$ cat config.mk
export PLATFORM = sky130hd
export DESIGN_NAME = charger_config_regs
export DESIGN_NICKNAME = d
export VERILOG_FILES = /design/src/hdl/charger_cfg_pkg.sv /design/src/hdl/charge_target_decode.sv /design/src/hdl/charger_config_regs.sv /design/src/hdl/thermal_regulation.sv
export SDC_FILE = /design/constraint.sdc
export NUM_CORES = 1
export LEC_CHECK = 0
export BUFFER_PORTS_ARGS = -buffer_cell sky130_fd_sc_hd__clkbuf_2
export CORE_ASPECT_RATIO = 2
export CORE_MARGIN = 3
export CORE_UTILIZATION = 60
export CTS_CLUSTER_SIZE = 40
export DETAILED_ROUTE_END_ITERATION = 12
export PLACE_DENSITY = 0.86
export SYNTH_ARGS = -nofsm -noshare
export SYNTH_HDL_FRONTEND = slang
export SYNTH_HIERARCHICAL = 1
export SYNTH_SLANG_ARGS = --single-unit
$ cat constraint.sdc
create_clock -name clock -period 8.9 [get_ports clock]
set_clock_uncertainty 0.05 [all_clocks]
set_input_delay 1.78 -clock clock [delete_from_list [all_inputs] [get_ports clock]]
set_output_delay 1.78 -clock clock [all_outputs]
set_load 0.02 [all_outputs]
$ cat src/hdl/charger_cfg_pkg.sv
package charger_cfg_pkg;

    // Register offsets on the device register port
    localparam logic [7:0] OFFSET_VOLTAGE_CFG   = 8'h1a;
    localparam logic [7:0] OFFSET_OFFSET_CFG    = 8'h1b;
    localparam logic [7:0] OFFSET_STROBE_LOCK   = 8'h1c;
    localparam logic [7:0] OFFSET_THERMAL_CFG   = 8'h1d;

    // Values after reset
    localparam logic [7:0] RESET_VOLTAGE_CFG    = 8'h00;
    localparam logic [7:0] RESET_OFFSET_CFG     = 8'h04;
    localparam logic [7:0] RESET_STROBE_LOCK    = 8'h00;
    localparam logic [7:0] RESET_THERMAL_CFG    = 8'h32;
    localparam logic [7:0] RESET_READ_DATA      = 8'h00;

    // Field positions
    localparam int TOP_BIT_POS        = 7;
    localparam int CV_CODE_LSB        = 0;
    localparam int CV_OFFSET_LSB      = 6;
    localparam int TRICKLE_LSB        = 4;
    localparam int OVERCURRENT_LSB    = 0;
    localparam int STROBE_POS         = 7;
    localparam int RESERVED_LSB       = 5;
    localparam int SPARE_POS          = 4;
    localparam int UNLOCK_LSB         = 2;
    localparam int WDOG_CLEAR_LSB     = 0;
    localparam int PROFILE_EN_POS     = 7;
    localparam int SETPOINT_LSB       = 3;
    localparam int COOL_VOLT_POS      = 2;
    localparam int COOL_CURR_POS      = 1;
    localparam int SHIP_POS           = 0;

    // Codes
    localparam logic [1:0] UNLOCK_CODE      = 2'h3;
    localparam logic [1:0] WDOG_CLEAR_CODE  = 2'h1;
    localparam logic [3:0] OCP_OFF_CODE     = 4'h0;
    localparam logic [3:0] SETPOINT_MAX     = 4'h9;

    // Analog scales, millivolts, milliamps and degrees
    localparam logic [13:0] CV_BASE_MV      = 14'd8100;
    localparam logic [13:0] CV_STEP_MV      = 14'd6;
    localparam logic [13:0] CV_OFS1_MV      = 14'd24;
    localparam logic [13:0] CV_OFS2_MV      = 14'd36;
    localparam logic [13:0] CV_OFS3_MV      = 14'd42;
    localparam logic [13:0] COOL_DROP_MV    = 14'd360;
    localparam logic [9:0]  TRICKLE_STEP_MA = 10'd125;
    localparam logic [13:0] OCP_BASE_MA     = 14'd3000;
    localparam logic [13:0] OCP_STEP_MA     = 14'd500;
    localparam logic [7:0]  REG_BASE_C      = 8'd85;
    localparam logic [7:0]  REG_STEP_C      = 8'd5;

endpackage

$ cat src/hdl/charge_target_decode.sv
module charge_target_decode
    import charger_cfg_pkg::*;
(
    input  wire logic        clock,
    input  wire logic        rst_n,
    input  wire logic [6:0]  cv_code,
    input  wire logic [1:0]  cv_offset,
    input  wire logic        cool_voltage_drop,
    input  wire logic [1:0]  trickle_sel,
    input  wire logic [3:0]  ocp_code,
    input  wire logic [8:0]  fast_code,
    input  wire logic        cool_current_halve,
    output logic      [13:0] termination_mv,
    output logic      [9:0]  trickle_ma,
    output logic             ocp_enable,
    output logic      [13:0] ocp_ma,
    output logic      [8:0]  fast_code_applied
);
    logic [13:0] cv_mv;
    logic [13:0] offset_mv;
    logic [13:0] ocp_steps;

    always_comb begin
        cv_mv = CV_BASE_MV + 14'(cv_code) * CV_STEP_MV;
        case (cv_offset)
            2'h1:    offset_mv = CV_OFS1_MV;
            2'h2:    offset_mv = CV_OFS2_MV;
            2'h3:    offset_mv = CV_OFS3_MV;
            default: offset_mv = 14'h0000;
        endcase
        ocp_steps = 14'(ocp_code) - 14'd1;
    end

    always_ff @(posedge clock) begin
        if (!rst_n) begin
            termination_mv    <= CV_BASE_MV;
            trickle_ma        <= TRICKLE_STEP_MA;
            ocp_enable        <= 1'b0;
            ocp_ma            <= 14'h0000;
            fast_code_applied <= 9'h000;
        end else begin
            // Two cells, so the per-cell drop is doubled
            termination_mv <= cool_voltage_drop
                ? cv_mv + offset_mv - COOL_DROP_MV
                : cv_mv + offset_mv;
            trickle_ma <= (10'(trickle_sel) + 10'd1) * TRICKLE_STEP_MA;
            ocp_enable <= (ocp_code != OCP_OFF_CODE);
            ocp_ma     <= (ocp_code == OCP_OFF_CODE) ? 14'h0000
                : OCP_BASE_MA + ocp_steps * OCP_STEP_MA;
            fast_code_applied <= cool_current_halve
                ? {1'b0, fast_code[8:1]} : fast_code;
        end
    end
endmodule

$ cat src/hdl/charger_config_regs.sv
// Behaviour
// - Termination code maps linearly, 8.100 V plus 6 mV per step.
// - Reading the termination code returns the setting actually applied.
// - Bit 7 of the voltage register is the fast-current code top bit.
// - Two-bit offset adds 0, 24, 36 or 42 mV to termination.
// - Two-bit trickle select gives 125, 250, 375 or 500 mA.
// - Overcurrent code zero disables; 1..15 give 3.0 A to 10.0 A.
// - Load strobe copies top bit and low byte to active current.
// - Protected registers accept writes only while unlock field is 11.
// - Any other unlock field value locks the protected registers.
// - Watchdog restarts only on clear code 01 while watchdog enabled.
// - Temperature profile disabled means no thermistor-based adjustment.
// - Setpoint 85 to 130 C; above it, fold back and flag.
// - Cool zone with voltage bit lowers termination by 180 mV per cell.
// - Cool zone with current bit halves the fast-charge current.
// - Bit 0 of thermal register enables factory ship mode.
module charger_config_regs
    import charger_cfg_pkg::*;
(
    input  wire logic        clock,
    input  wire logic        rst_n,
    input  wire logic        reg_write,
    input  wire logic        reg_read,
    input  wire logic [7:0]  reg_addr,
    input  wire logic [7:0]  reg_wdata,
    output logic      [7:0]  reg_rdata,
    output logic             reg_rvalid,
    input  wire logic [7:0]  fast_current_low_byte,
    input  wire logic        watchdog_enable,
    input  wire logic        thermistor_cool_zone,
    input  wire logic [7:0]  junction_temp_c,
    output logic             protect_unlocked,
    output logic             watchdog_restart,
    output logic      [8:0]  active_fast_current_code,
    output logic      [8:0]  fast_current_target_code,
    output logic      [13:0] termination_mv,
    output logic      [9:0]  trickle_ma,
    output logic             overcurrent_enable,
    output logic      [13:0] overcurrent_ma,
    output logic      [7:0]  thermal_setpoint_c,
    output logic             thermal_regulation_flag,
    output logic             current_foldback,
    output logic             factory_ship_enable,
    output logic             spare_bit
);

    // Stored register fields
    logic       fast_current_top_bit_reg;
    logic [6:0] termination_voltage_code_reg;
    logic [6:0] applied_cv_code_reg;
    logic [1:0] termination_voltage_offset_reg;
    logic [1:0] trickle_current_select_reg;
    logic [3:0] overcurrent_threshold_reg;
    logic       fast_current_load_strobe_reg;
    logic [1:0] reserved_field_reg;
    logic       spare_bit_reg;
    logic [1:0] protect_unlock_field_reg;
    logic [1:0] watchdog_clear_field_reg;
    logic       temperature_profile_enable_reg;
    logic [3:0] thermal_regulation_setpoint_reg;
    logic       cool_zone_voltage_reduce_reg;
    logic       cool_zone_current_halve_reg;
    logic       factory_ship_enable_reg;
    logic [8:0] active_fast_current_reg;
    logic       watchdog_restart_reg;
    logic [7:0] reg_rdata_reg;
    logic       reg_rvalid_reg;

    // Thermistor zone arrives from the analog comparator, asynchronous
    logic       cool_zone_meta_reg;
    logic       cool_zone_sync_reg;

    // Write decode
    logic       hit_voltage;
    logic       hit_offset;
    logic       hit_strobe;
    logic       hit_thermal;
    logic       unlocked;
    logic       cool_adjust;
    logic       cool_voltage_drop;
    logic       cool_current_halve;
    logic [7:0] read_value;

    always_comb begin
        hit_voltage = reg_write && (reg_addr == OFFSET_VOLTAGE_CFG);
        hit_offset  = reg_write && (reg_addr == OFFSET_OFFSET_CFG);
        hit_strobe  = reg_write && (reg_addr == OFFSET_STROBE_LOCK);
        hit_thermal = reg_write && (reg_addr == OFFSET_THERMAL_CFG);
        unlocked    = (protect_unlock_field_reg == UNLOCK_CODE);
    end

    always_ff @(posedge clock) begin
        if (!rst_n) begin
            cool_zone_meta_reg <= 1'b0;
            cool_zone_sync_reg <= 1'b0;
        end else begin
            cool_zone_meta_reg <= thermistor_cool_zone;
            cool_zone_sync_reg <= cool_zone_meta_reg;
        end
    end

    // Voltage register; protected
    always_ff @(posedge clock) begin
        if (!rst_n) begin
            fast_current_top_bit_reg     <= RESET_VOLTAGE_CFG[TOP_BIT_POS];
            termination_voltage_code_reg <= RESET_VOLTAGE_CFG[CV_CODE_LSB+:7];
        end else if (hit_voltage && unlocked) begin
            fast_current_top_bit_reg     <= reg_wdata[TOP_BIT_POS];
            termination_voltage_code_reg <= reg_wdata[CV_CODE_LSB+:7];
        end
    end

    // The charger picks up a new code one cycle after the write lands;
    // reads follow the applied copy so software never sees a value early
    always_ff @(posedge clock) begin
        if (!rst_n) begin
            applied_cv_code_reg <= RESET_VOLTAGE_CFG[CV_CODE_LSB+:7];
        end else begin
            applied_cv_code_reg <= termination_voltage_code_reg;
        end
    end

    // Offset, trickle and overcurrent register; protected
    always_ff @(posedge clock) begin
        if (!rst_n) begin
            termination_voltage_offset_reg <= RESET_OFFSET_CFG[CV_OFFSET_LSB+:2];
            trickle_current_select_reg     <= RESET_OFFSET_CFG[TRICKLE_LSB+:2];
            overcurrent_threshold_reg <= RESET_OFFSET_CFG[OVERCURRENT_LSB+:4];
        end else if (hit_offset && unlocked) begin
            termination_voltage_offset_reg <= reg_wdata[CV_OFFSET_LSB+:2];
            trickle_current_select_reg     <= reg_wdata[TRICKLE_LSB+:2];
            overcurrent_threshold_reg      <= reg_wdata[OVERCURRENT_LSB+:4];
        end
    end

    // Control register; never locked, or the lock could not be opened
    always_ff @(posedge clock) begin
        if (!rst_n) begin
            reserved_field_reg       <= RESET_STROBE_LOCK[RESERVED_LSB+:2];
            spare_bit_reg            <= RESET_STROBE_LOCK[SPARE_POS];
            protect_unlock_field_reg <= RESET_STROBE_LOCK[UNLOCK_LSB+:2];
            watchdog_clear_field_reg <= RESET_STROBE_LOCK[WDOG_CLEAR_LSB+:2];
        end else if (hit_strobe) begin
            // Stored as written; keeping them zero is software's duty
            reserved_field_reg       <= reg_wdata[RESERVED_LSB+:2];
            spare_bit_reg            <= reg_wdata[SPARE_POS];
            protect_unlock_field_reg <= reg_wdata[UNLOCK_LSB+:2];
            watchdog_clear_field_reg <= reg_wdata[WDOG_CLEAR_LSB+:2];
        end
    end

    // Load strobe: a fresh write wins over the self-clear
    always_ff @(posedge clock) begin
        if (!rst_n) begin
            fast_current_load_strobe_reg <= RESET_STROBE_LOCK[STROBE_POS];
        end else if (hit_strobe && reg_wdata[STROBE_POS]) begin
            fast_current_load_strobe_reg <= 1'b1;
        end else begin
            fast_current_load_strobe_reg <= 1'b0;
        end
    end

    // Active current code changes only on the strobe, never on a plain write
    always_ff @(posedge clock) begin
        if (!rst_n) begin
            active_fast_current_reg <= 9'h000;
        end else if (fast_current_load_strobe_reg) begin
            active_fast_current_reg <= {fast_current_top_bit_reg,
                                        fast_current_low_byte};
        end
    end

    // Watchdog restart pulse
    always_ff @(posedge clock) begin
        if (!rst_n) begin
            watchdog_restart_reg <= 1'b0;
        end else begin
            watchdog_restart_reg <= hit_strobe && watchdog_enable
                && (reg_wdata[WDOG_CLEAR_LSB+:2] == WDOG_CLEAR_CODE);
        end
    end

    // Thermal profile register; protected
    always_ff @(posedge clock) begin
        if (!rst_n) begin
            temperature_profile_enable_reg  <= RESET_THERMAL_CFG[PROFILE_EN_POS];
            thermal_regulation_setpoint_reg <= RESET_THERMAL_CFG[SETPOINT_LSB+:4];
            cool_zone_voltage_reduce_reg    <= RESET_THERMAL_CFG[COOL_VOLT_POS];
            cool_zone_current_halve_reg     <= RESET_THERMAL_CFG[COOL_CURR_POS];
            factory_ship_enable_reg         <= RESET_THERMAL_CFG[SHIP_POS];
        end else if (hit_thermal && unlocked) begin
            temperature_profile_enable_reg  <= reg_wdata[PROFILE_EN_POS];
            thermal_regulation_setpoint_reg <= reg_wdata[SETPOINT_LSB+:4];
            cool_zone_voltage_reduce_reg    <= reg_wdata[COOL_VOLT_POS];
            cool_zone_current_halve_reg     <= reg_wdata[COOL_CURR_POS];
            factory_ship_enable_reg         <= reg_wdata[SHIP_POS];
        end
    end

    // Cool-zone adjustments apply only with the temperature profile on
    always_comb begin
        cool_adjust        = temperature_profile_enable_reg
                             && cool_zone_sync_reg;
        cool_voltage_drop  = cool_adjust && cool_zone_voltage_reduce_reg;
        cool_current_halve = cool_adjust && cool_zone_current_halve_reg;
    end

    // Read mux; unmapped offsets read zero
    always_comb begin
        case (reg_addr)
            OFFSET_VOLTAGE_CFG: begin
                read_value = {fast_current_top_bit_reg, applied_cv_code_reg};
            end
            OFFSET_OFFSET_CFG: begin
                read_value = {termination_voltage_offset_reg,
                              trickle_current_select_reg,
                              overcurrent_threshold_reg};
            end
            OFFSET_STROBE_LOCK: begin
                read_value = {fast_current_load_strobe_reg, reserved_field_reg,
                              spare_bit_reg, protect_unlock_field_reg,
                              watchdog_clear_field_reg};
            end
            OFFSET_THERMAL_CFG: begin
                read_value = {temperature_profile_enable_reg,
                              thermal_regulation_setpoint_reg,
                              cool_zone_voltage_reduce_reg,
                              cool_zone_current_halve_reg,
                              factory_ship_enable_reg};
            end
            default: begin
                read_value = RESET_READ_DATA;
            end
        endcase
    end

    always_ff @(posedge clock) begin
        if (!rst_n) begin
            reg_rdata_reg  <= RESET_READ_DATA;
            reg_rvalid_reg <= 1'b0;
        end else begin
            reg_rvalid_reg <= reg_read;
            if (reg_read) begin
                reg_rdata_reg <= read_value;
            end
        end
    end

    charge_target_decode u_decode (
        .clock              (clock),
        .rst_n              (rst_n),
        .cv_code            (applied_cv_code_reg),
        .cv_offset          (termination_voltage_offset_reg),
        .cool_voltage_drop  (cool_voltage_drop),
        .trickle_sel        (trickle_current_select_reg),
        .ocp_code           (overcurrent_threshold_reg),
        .fast_code          (active_fast_current_reg),
        .cool_current_halve (cool_current_halve),
        .termination_mv     (termination_mv),
        .trickle_ma         (trickle_ma),
        .ocp_enable         (overcurrent_enable),
        .ocp_ma             (overcurrent_ma),
        .fast_code_applied  (fast_current_target_code)
    );

    thermal_regulation u_thermal (
        .clock           (clock),
        .rst_n           (rst_n),
        .setpoint_code   (thermal_regulation_setpoint_reg),
        .junction_temp_c (junction_temp_c),
        .setpoint_c      (thermal_setpoint_c),
        .regulating      (thermal_regulation_flag)
    );

    always_comb begin
        reg_rdata                = reg_rdata_reg;
        reg_rvalid               = reg_rvalid_reg;
        protect_unlocked         = unlocked;
        watchdog_restart         = watchdog_restart_reg;
        active_fast_current_code = active_fast_current_reg;
        current_foldback         = thermal_regulation_flag;
        factory_ship_enable      = factory_ship_enable_reg;
        spare_bit                = spare_bit_reg;
    end

endmodule

$ cat src/hdl/thermal_regulation.sv
module thermal_regulation
    import charger_cfg_pkg::*;
(
    input  wire logic       clock,
    input  wire logic       rst_n,
    input  wire logic [3:0] setpoint_code,
    input  wire logic [7:0] junction_temp_c,
    output logic      [7:0] setpoint_c,
    output logic            regulating
);
    logic [3:0] code_clamped;
    logic [7:0] limit_c;

    always_comb begin
        // Undefined codes fall back to the hottest defined setpoint
        code_clamped = (setpoint_code > SETPOINT_MAX)
            ? SETPOINT_MAX : setpoint_code;
        limit_c = REG_BASE_C + 8'(code_clamped) * REG_STEP_C;
    end

    always_ff @(posedge clock) begin
        if (!rst_n) begin
            setpoint_c <= REG_BASE_C;
            regulating <= 1'b0;
        end else begin
            setpoint_c <= limit_c;
            regulating <= (junction_temp_c > limit_c);
        end
    end
endmodule

==> results.md, run 1 <==
* Worst Reg-to-Reg Cells at 18
* CP Class: register to register
* CP max stage delay at around 530 ps
* Worst hold path class: register to register
* Max frequency at around 190 MHz
* CTS tree: built
* CP endpoint kind: register
* Setup Buffers After CTS at 0
* Max-slew violations at 0
* Warnings from Yosys at 6
* Setup crit start: overcurrent_threshold_reg[2]
* Drt first pass iters at 4
* Biggest regs: u_decode/termination_mv: 13 flops, u_decode/ocp_ma: 12 flops, u_decode/trickle_ma: 10 flops
* Post-DP Area at between 0.007 and 0.008 mm²
* Htree depth at 4
* Post-Layout Cell Count at 947
* RR Startpoint: overcurrent_threshold_reg[2]
* Root Buffer Master: clkbuf_16
* Num CTS Buffers at 17
* Starting Density at 62.4%
* Hold Vio Cnt, Final at 0
* Detail-routed net length per standard cell at 16.3 µm
* Vias at approximately 5100
* Residual DRC at 0
* # clock sinks at 114
* Period utilisation layout at about three fifths
* Library cells used by synthesis at 67
* Post-CTS Hold Fix Bufs at 0
* Post-route ant nets at 0
* Sequential-to-total area share from yosys stat at 34.3%
* Ports at 118
* GRT Total Usage at 26.3%
* First-pass GRT wire length at 25.6 mm
* Most used cell, CP: ha_1
* Synthesized netlist cell count at 688
* Setup TNS at 0 ps
* Final Net Count at 922
* Leakage at 3.88 nW
* DIE WIDTH at 80.5 µm
* Dominant synthesized flop cell: dfxtp_1
* Worst skew pair latency at 410 ps
* ANT cells at 0
* Max Cap Viol at 0
* Post-synth EDFFs at 0
* Max reg flops at 13
* Layout Utilization at around three quarters
* Worst EP required at 9130 ps
* Post-cts sizing count at 0
* Post-DP HPWL at 11.9 mm
* Slew Limit Headroom at 54.8%
* Initial DRC count at 180
* Fin crit period at 5170 ps
* Grt total ovfl at 0
* Worst r2r dst: u_decode/ocp_ma[10]
* Initial antenna violation count at 0
* RSZ-0062 raised after global routing: false
* Reg2reg setup slack at 3730 ps
* Row count at 53
* GPL Wtd Cong at 0.946
* Vias per cell at 5.43
* Setup violators final at 0
* Number of global-route vias before repair at 5509
* Crit-path slowest cell: xnor2_1
* Die area at 0.0125 mm²
* Port buffer count at around 110
* Pwr Density at 154 mW/mm²
* Crit path cell chain: inv_1 -> ha_1 -> a21boi_0 -> xnor2_1 -> ha_1 -> ha_1 -> inv_1 -> fa_1 -> fa_1 -> inv_1 -> ha_1 -> nor2b_1 -> o21ai_1 -> nand2_1 -> xor2_1 -> a2111oi_1 -> xnor2_1 -> nor2_1
* Avg Cell Area, Syn at ~9.7 µm²
* Core area at roughly 0.011 mm²
* Max Buffers Root-to-Sink at 2
* Clk slew on worst S/H paths at 50 ps
* FFs w/ async S/R, synth at 0%
* Worst vdd rail ir drop at 0.150 mV
* Fin area at 0.00785 mm²
* #FFs+latches synth at roughly 110
* Measured slew at the worst slew-check pin at roughly 670 ps
* Largest net degree at the start of global routing at 62
* Final wirelength at 15.4 mm
* Share of cells above drive strength 1 at between 20% and 30%
* Critical Path Start Type: register
* Mapped Area at 0.00666 mm²
* Worst EP arrival at 5400 ps
* CP Max Fanout at 8
* Outcome: completed
* Largest Register: u_decode/termination_mv
* Die Span Y at 155 µm
* Dpl cells at 916
* CP endpoint: u_decode/ocp_ma[10]
* Area Overhead vs Synth at 17.8%
## cells in the mapped netlist (all sizes together) (6+ instances only)
cell type	n	area, µm²
nor2	24	90.1
nor3	6	41.3
dfxtp	114	2280
o21ai	13	65.1
buf	10	77.6
ha	72	901
fa	14	280
nand2	68	255
xor2	15	139
and2	14	91.3
a21oi	17	100
mux2i	63	631
o22ai	10	68.8
a22o	8	70.1
nand2b	13	81.3
a21o	8	61.3
nor2b	29	181
or4	6	45.0
clkbuf	17	63.8
xnor2	29	269
inv	76	285
nand3	6	30.0
## logic make-up after synthesis
group                      count (synthesis)  synth area share (%)
and+or+nand+nor                          188                  15.6
DFF                                      114                  34.3
buffers and inverters                    103                  6.40
AOI/OAI and AO/OA                         88                  10.3
adders and majority gates                 86                  17.7
muxes                                     63                  9.47
xor gates and xnor gates                  44                  6.12
other                                      2                 0.113
## per-stage QoR
stage          hold WS (ps)  power (mW)  setup slack (ps)
2_1_floorplan           354       0.560              4300
3_3_place_gp            359       0.579              3940
3_5_place_dp            373       0.580              3730
4_1_cts                 383        1.22              3720
5_1_grt                 389        1.24              3380
6_report                380        1.21              3730
## worst min-delay path by stage
stage / endpoint / slack, ps / cells past startpoint / startpoint
floorplan: applied_cv_code_reg[0] / 350 / 2 / termination_voltage_code_reg[0]
global placement: applied_cv_code_reg[3] / 360 / 2 / termination_voltage_code_reg[3]
detailed placement: applied_cv_code_reg[0] / 370 / 2 / termination_voltage_code_reg[0]
CTS: cool_zone_sync_reg / 380 / 1 / cool_zone_meta_reg
global route: cool_zone_sync_reg / 390 / 1 / cool_zone_meta_reg
finish: cool_zone_sync_reg / 380 / 1 / cool_zone_meta_reg
## per-layer routing
metal | up-vias | track usage (%) | share of wire, %
met1 | 2437 | 26.2 | 36
li1 | 2522 | - | -
met5 | - | 0 | 0
met2 | 140 | 49.8 | 56
met4 | 0 | 12.9 | 3.8
met3 | 45 | 4.92 | 3.8
## where the power goes
group	internal (mW)	total, mW	leakage [nW]	switching [mW]
Combinational	0.0199	0.0538	2.68	0.0339
Clock	0.414	0.640	0.275	0.226
Sequential	0.515	0.516	0.924	0.00119
## worst max-delay path: cells and delay by family, from the launching register on
family / cells / cell delay, ps
AOI/OAI and AO/OA: 3 / 800
xor gates and xnor gates: 3 / 900
adders and majority gates: 6 / 2130
buffers and inverters: 3 / 280
DFF: 1 / 510
and+or+nand+nor: 3 / 350
## placed cells by master, fill, tap and decap left out, drive strengths merged, types with 5 or more instances in the layout
| cell | instances |
|---|---|
| clkbuf | 134 |
| dfxtp | 114 |
| inv | 76 |
| ha | 72 |
| nand2 | 68 |
| mux2i | 63 |
| nor2b | 29 |
| xnor2 | 29 |
| nor2 | 24 |
| a21oi | 17 |
| xor2 | 15 |
| fa | 14 |
| and2 | 14 |
| nand2b | 13 |
| o21ai | 13 |
| o22ai | 10 |
| a22o | 8 |
| a21o | 8 |
| clkinv | 7 |
| or4 | 6 |
| nand3 | 6 |
| nor3 | 6 |
| and3 | 5 |
| or2 | 5 |
## layout make-up
type	instances	area, µm²
timing repair buffer	116	586
inverter	76	285
tap	137	171
fill	783	2830
clock buffer	20	447
multi-input combinational	473	3960
sequential	114	2280
clock inverter	11	114
No activity file was read; power rests on OpenSTA's default activity.
==> run 2, diff against run 1 <==
Settings changed: CORE_UTILIZATION 60 to 51, PLACE_DENSITY 0.86 to 0.78.
Clock period 8.9 ns to 4.6 ns, I/O delays scaled along.
==> run 2 against run 1 <==
Against the previous run: largest power group unchanged; register-to-register slack worse by 3500 ps; global-route usage is 5.5 points lower; non-clock buffer count increased by 6; critical endpoint unchanged; combinational power grew 91%; clock power rose by 120%; highest routed layer unchanged; sequential share of layout area down 0.62 points; utilization down 10 points; first-iteration DRC count down 7.2%; maximum frequency increased by 18%; power increased by 110%; clock-buffer cell count is 2 higher.
==> results.md, run 2 (same netlist as run 1, synthesis figures left out) <==
* Area occupied by multi-input gates at 0.00401 mm²
* Initial antenna violation count at 0
* Worst Reg-to-Reg Cells at 18
* Initial DRC count at 167
* Fin area at approximately 0.0080 mm²
* Placement Setup Slack at around 29 ps
* Post-DP HPWL at 11.2 mm
* Crit path cell chain: inv_1 -> ha_1 -> nand2b_1 -> nand2_1 -> inv_1 -> ha_1 -> ha_1 -> fa_1 -> inv_1 -> fa_1 -> inv_1 -> ha_1 -> o21ai_2 -> nand2_1 -> xor2_1 -> a2111oi_2 -> xnor2_1 -> nor2_1
* Largest Register: u_decode/termination_mv
* CP max stage delay at 520 ps
* CP Buf/Inv Count at 4
* Fin crit period at 4380 ps
* RR Startpoint: overcurrent_threshold_reg[1]
* Ports at around 120
* Post-route ant nets at 0
* Starting Density at 52.5%
* Worst hold path class: register to register
* Final worst setup slack at 221 ps
* Slew Limit Headroom at 55.4%
* Worst skew pair latency at 410 ps
* Max Cap Viol at 0
* Clk slew on worst S/H paths at 50 ps
* Worst r2r dst: u_decode/ocp_ma[10]
* Hold Vio Cnt, Final at 0
* GRT Total Usage at approximately a fifth
* ANT cells at 0
* CP Max Fanout at 5
* # clock sinks at about 110
* CTS tree: built
* Grt total ovfl at 0
* Max-slew violations at 0
* Root Buffer Master: clkbuf_16
* Number of global-route vias before repair at between 5000 and 6000
* Share of cells above drive strength 1 at between 20% and 30%
* Tot Pwr at roughly 2.5 mW
* Num CTS Buffers at 17
* Htree depth at 4
* Worst EP arrival at 4610 ps
* Outcome: completed
* DIE WIDTH at a little under 90 µm
* Measured slew at the worst slew-check pin at 669 ps
* Most common cell after layout, fill and taps aside: clkbuf_2
* WP depth at 18
* Register Area at between 0.002 and 0.0025 mm²
* Row count at 58
* GPL Wtd Cong at approximately 0.87
* Die area at 0.0146 mm²
* Most frequent cells in the layout: 114 x clkbuf_2, 113 x dfxtp_1, 75 x inv_1
* First-pass GRT wire length at ~24 mm
* Crit-path slowest cell: fa_1
* Vias per cell at ~5.3
* Post-CTS Hold Fix Bufs at 0
* Core area at between 0.01 and 0.015 mm²
* Residual DRC at 0
* Max Buffers Root-to-Sink at 2
* Setup crit start: overcurrent_threshold_reg[1]
* Port buffer count at approximately 110
* Die Span Y at 168 µm
* Detail-routed net length per standard cell at 15.0 µm
* Reg2reg setup slack at around 220 ps
* Biggest regs: u_decode/termination_mv: 13 flops, u_decode/ocp_ma: 12 flops, u_decode/trickle_ma: 10 flops
* Pwr Density at ~310 mW/mm²
* Setup violators final at 0
* Post-DP Area at 0.00734 mm²
* CP top delay family: adder cells
* Period utilisation layout at 95.2%
* CP endpoint: u_decode/ocp_ma[10]
* Worst vdd rail ir drop at 0.307 mV
* CP endpoint kind: register
* Final Net Count at 928
* Max reg flops at 13
* Drt first pass iters at 5
* Final wirelength at 14.5 mm
* Fillers at ~1000
* Largest net degree at the start of global routing at 46
* Vias at just over 5000
* Leakage at 3.94 nW
* CP Class: register to register
* Worst EP required at 4830 ps
* Area Overhead vs Synth at 20.4%
* Max frequency at 228 MHz
* Critical Path Start Type: register
==> run 2: cell types whose count changed in the layout (fill, tap and decap cells not counted), moves of 2 or more <==
| cell | change |
|---|---|
| a21boi_1 | +2 |
| bufinv_16 | +2 |
| a21boi_0 | -2 |
| clkinv_2 | -4 |
| buf_4 | +6 |
| ha_1 | -2 |
| clkbuf_8 | +2 |
| ha_4 | +2 |
==> run 2: report_power, final <==
| part | total (mW) | internal (mW) | leakage (nW) | switching, mW |
|---|---|---|---|---|
| Sequential | 0.999 | 0.997 | 0.924 | 0.00236 |
| Combinational | 0.103 | 0.0384 | 2.71 | 0.0648 |
| Clock | 1.39 | 0.944 | 0.302 | 0.446 |
| Total | 2.49 | 1.98 | 3.94 | 0.513 |
==> run 2: area by class of cell <==
cell class | count | share of cell area [%]
clock inverters | 9 | 1.92
well taps | 150 | 2.34
inverters | 76 | 3.56
repair buffers | 122 | 7.86
clock buffers | 22 | 5.91
flip-flops and latches | 114 | 28.5
multi-input cells | 473 | 49.9
==> run 2: worst min-delay path by stage <==
stage	depth (start not counted)	to	from	slack (ps)
floorplan	2	applied_cv_code_reg[0]	termination_voltage_code_reg[0]	350
global placement	2	applied_cv_code_reg[1]	termination_voltage_code_reg[1]	360
detailed placement	2	applied_cv_code_reg[4]	termination_voltage_code_reg[4]	370
CTS	2	applied_cv_code_reg[4]	termination_voltage_code_reg[4]	380
global route	2	applied_cv_code_reg[6]	termination_voltage_code_reg[6]	400
finish	2	applied_cv_code_reg[6]	termination_voltage_code_reg[6]	380
==> run 2: repair_timing <==
action / in CTS / in global routing
gates resized for setup: 0 / 10
endpoints found under the setup margin: 0 / 2
buffers inserted: 0 / 1
==> run 2: worst reg2reg max path, cell delays in order, from the launching register on <==
cell and delay (ps):
dfxtp_2 350, inv_1 80, ha_1 240, nand2b_1 210, nand2_1 110, inv_1 90, ha_1 340, ha_1 320
fa_1 510, inv_1 50, fa_1 520, inv_1 60, ha_1 350, o21ai_2 100, nand2_1 110, xor2_1 190
a2111oi_2 320, xnor2_1 190, nor2_1 70
==> run 2: per-layer routing <==
metal / track usage [%] / part of all wire (%) / vias up / wire, µm
li1: - / - / 2537 / -
met1: 21.6 / 37 / 2384 / 5420
met2: 37.6 / 55 / 145 / 7930
met3: 3.94 / 3.7 / 45 / 530
met4: 11.4 / 4.2 / 0 / 614
met5: 0 / 0 / - / 0
==> run 2: through the flow <==
stage                     setup TNS [ps]  utilization [%]  hold slack (ps)  std cells
final                                  0             63.2              382        966
after global routing               -9.27             63.2              400        966
after CTS                              0             62.7              383        965
after floorplan                        0                -              354        690
after detailed placement               0             57.8              370        934
after global placement                 0             57.8              361        934
==> run 3, diff against run 2 <==
Settings changed: SYNTH_HIERARCHICAL 1 to default.
==> run 3 against run 2 <==
Against the previous run: wire length up 8.1%; global-route usage up 1.9 points; utilization grew 1.6 points; synthesized area fell by 2.4%; register-to-register slack worse by 170 ps; die area decreased by 2.3%; critical endpoint is now u_decode.ocp_ma[13]; highest routed layer unchanged.
==> results.md, run 3 <==
* DIE WIDTH at 85.8 µm
* Port buffer count at 114
* Fin crit period at 4550 ps
* Die Span Y at ~170 µm
* Outcome: completed
* Hold Vio Cnt, Final at 0
* Worst vdd rail ir drop at ~0.29 mV
* FFs w/ async S/R, synth at 0%
* WP depth at 18
* Library cells used by synthesis at between 60 and 70
* Period utilisation layout at 99.0%
* Num CTS Buffers at 17
* Area Overhead vs Synth at 23.0%
* Clk slew on worst S/H paths at 60 ps
* Max frequency at 220 MHz
* CP Class: register to register
* GRT Total Usage at between 20 and 25%
* Reg2reg setup slack at 50 ps
* CTS tree: built
* Biggest regs: u_decode.termination_mv: 13 flops, u_decode.ocp_ma: 12 flops, u_decode.trickle_ma: 10 flops
* Post-synth EDFFs at 0
* Grt total ovfl at 0
* CP endpoint kind: register
* Worst hold path class: register to register
* NetSw at ~550 µW
* Max Cap Viol at 0
* Worst Reg-to-Reg Cells at 18
* Worst EP arrival at 4860 ps
* Top cells by area, synth: dfxtp_1 35%, ha_1 14%, mux2i_1 5.4%, fa_1 4.9%, xnor2_1 4.0%
* Max Buffers Root-to-Sink at 2
* Most frequent cell after synthesis: dfxtp_1
* Leakage at 3.61 nW
* # clock sinks at ~110
* Warnings from Yosys at 0
* Die area at 0.0142 mm²
* Initial DRC count at 196
* Slew Limit Headroom at 27.9%
* Synth top area share at 35.1%
* Vias per cell at 5.44
* Final wirelength at 15.7 mm
* Starting Density at 52.7%
* Root Buffer Master: clkbuf_16
* Mapped Area at 0.00650 mm²
* Most common cell after layout, fill and taps aside: clkbuf_2
* CP top delay family: adder cells
* CP Max Fanout at 6
* Synthesized netlist cell count at 699
* #FFs+latches synth at 114
* Crit path cell chain: inv_4 -> ha_4 -> inv_4 -> or3_4 -> clkinvlp_4 -> ha_4 -> inv_4 -> fa_1 -> inv_1 -> fa_1 -> fa_1 -> ha_4 -> o21a_1 -> or3_4 -> a211oi_4 -> o22ai_2 -> a2111o_1 -> nand2_1
* CP Buf/Inv Count at 5
* Int Pwr at 1.78 mW
* Largest Register: u_decode.termination_mv
* Fin area at 0.00799 mm²
* Post-route ant nets at 0
* Row count at 57
* Post-CTS Hold Fix Bufs at 0
* Number of global-route vias before repair at 5458
* Initial antenna violation count at 0
* GPL Wtd Cong at approximately 0.86
* Worst EP required at between 4000 and 5000 ps
* Share of cells above drive strength 1 at 24.3%
* Htree depth at 4
* Dominant synthesized flop cell: dfxtp_1
* Drt first pass iters at 4
* Sequential-to-total area share from yosys stat at 35.1%
* Critical Path Start Type: register
* Sequential Power Share at 42.7%
* Worst skew pair latency at 420 ps
* CP max stage delay at approximately 550 ps
* Largest net degree at the start of global routing at 66
* ANT cells at 0
* Vias at 5368
* Clock Power Share at 54.2%
* Ports at approximately 120
* Layout Utilization at roughly two thirds
* Most frequent cells in the layout: 114 x clkbuf_2, 112 x dfxtp_1, 67 x ha_1
* Sw Share at 23.6%
* Measured slew at the worst slew-check pin at 1080 ps
* Detail-routed net length per standard cell at 15.9 µm
* Post-DP Area at between 0.007 and 0.008 mm²
* Pwr Density at 291 mW/mm²
* Core area at 0.0123 mm²
* Largest area contributor in the netlist: dfxtp_1
* Comb power frac at under 10%
* Post-DP HPWL at roughly 12 mm
* Max-slew violations at 0
* Setup violators final at 0
* Hold depth at 1
* Crit-path slowest cell: fa_1
* RSZ-0062 raised after global routing: true
* Synth top cells by count: 114 x dfxtp_1, 71 x ha_1, 64 x nor2_1
* Residual DRC at 0
* First-pass GRT wire length at 25.7 mm
* Max reg flops at 13
* Avg Cell Area, Syn at 9.30 µm²
* Final Net Count at 952
run 3: cell count changes after synthesis, sizes merged, moves of 8 or more:
cell   before  now
a21oi      17   47
a22o        8    0
a22oi       0   16
inv        76   54
mux2i      63   35
nand2      68   57
nor2       24   64
nor2b      29    8
run 3: metal layers:
| layer | routed length (µm) | vias to the layer above | part of all wire (%) | GRT usage (%) |
|---|---|---|---|---|
| met3 | 561 | 50 | 3.6 | 4.97 |
| met2 | 9120 | 128 | 58 | 43.0 |
| met5 | 0 | - | 0 | 0 |
| met4 | 686 | 0 | 4.4 | 13.2 |
| met1 | 5300 | 2549 | 34 | 21.3 |
| li1 | - | 2641 | - | - |
run 3: worst paths after layout:
kind | from | endpoint
worst max-delay path | overcurrent_threshold_reg[0] | u_decode.ocp_ma[13]
worst min-delay path | cool_zone_meta_reg | cool_zone_sync_reg
worst max register to register | overcurrent_threshold_reg[0] | u_decode.ocp_ma[13]
worst min register to register | cool_zone_meta_reg | cool_zone_sync_reg
run 3: area by class of cell:
class                           count  area (µm²)
Sequential cell                   114        2290
Clock inverter                     13         128
Inverter                           55         223
Clock buffer                       19         443
Multi-Input combinational cell    507        4020
Timing Repair Buffer              132         709
Fill cell                        1009        4350
Tap cell                          147         184
run 3: per-stage QoR:
stage | worst slack, ps | total power, mW | hold slack [ps] | cells | TNS (ps)
floorplan | 1.70 | 1.06 | 362 | 701 | 0
global placement | 121 | 1.09 | 375 | 949 | 0
finish | 47.4 | 2.33 | 385 | 987 | 0
detailed placement | -17.2 | 1.09 | 371 | 949 | -17.2
CTS | 22.3 | 2.34 | 391 | 981 | 0
global route | -76.8 | 2.40 | 404 | 987 | -179
run 3: repair_timing:
item | CTS | global route
endpoints found under the setup margin | 2 | 3
resized for setup | 2 | 12
buffers inserted | 0 | 6
pin swaps | 0 | 3
run 3: cells by family after synthesis:
kind of cell / share of synthesized area (%)
adder cells (fa/ha/maj): 18.6
AND/OR/NAND/NOR: 15.0
flip-flops: 35.1
XOR/XNOR: 6.49
other: 0.0577
buffers and inverters: 4.99
multiplexers: 5.39
AO/OA/AOI/OAI: 14.4
run 3: power groups by stage:
stage,sequential (mW),combinational [mW],clock (mW)
finish,0.995,0.0716,1.26
global route,0.995,0.0785,1.32
CTS,0.996,0.0723,1.27
detailed placement,1.02,0.0718,0
global placement,1.02,0.0712,0
floorplan,1.02,0.0327,0
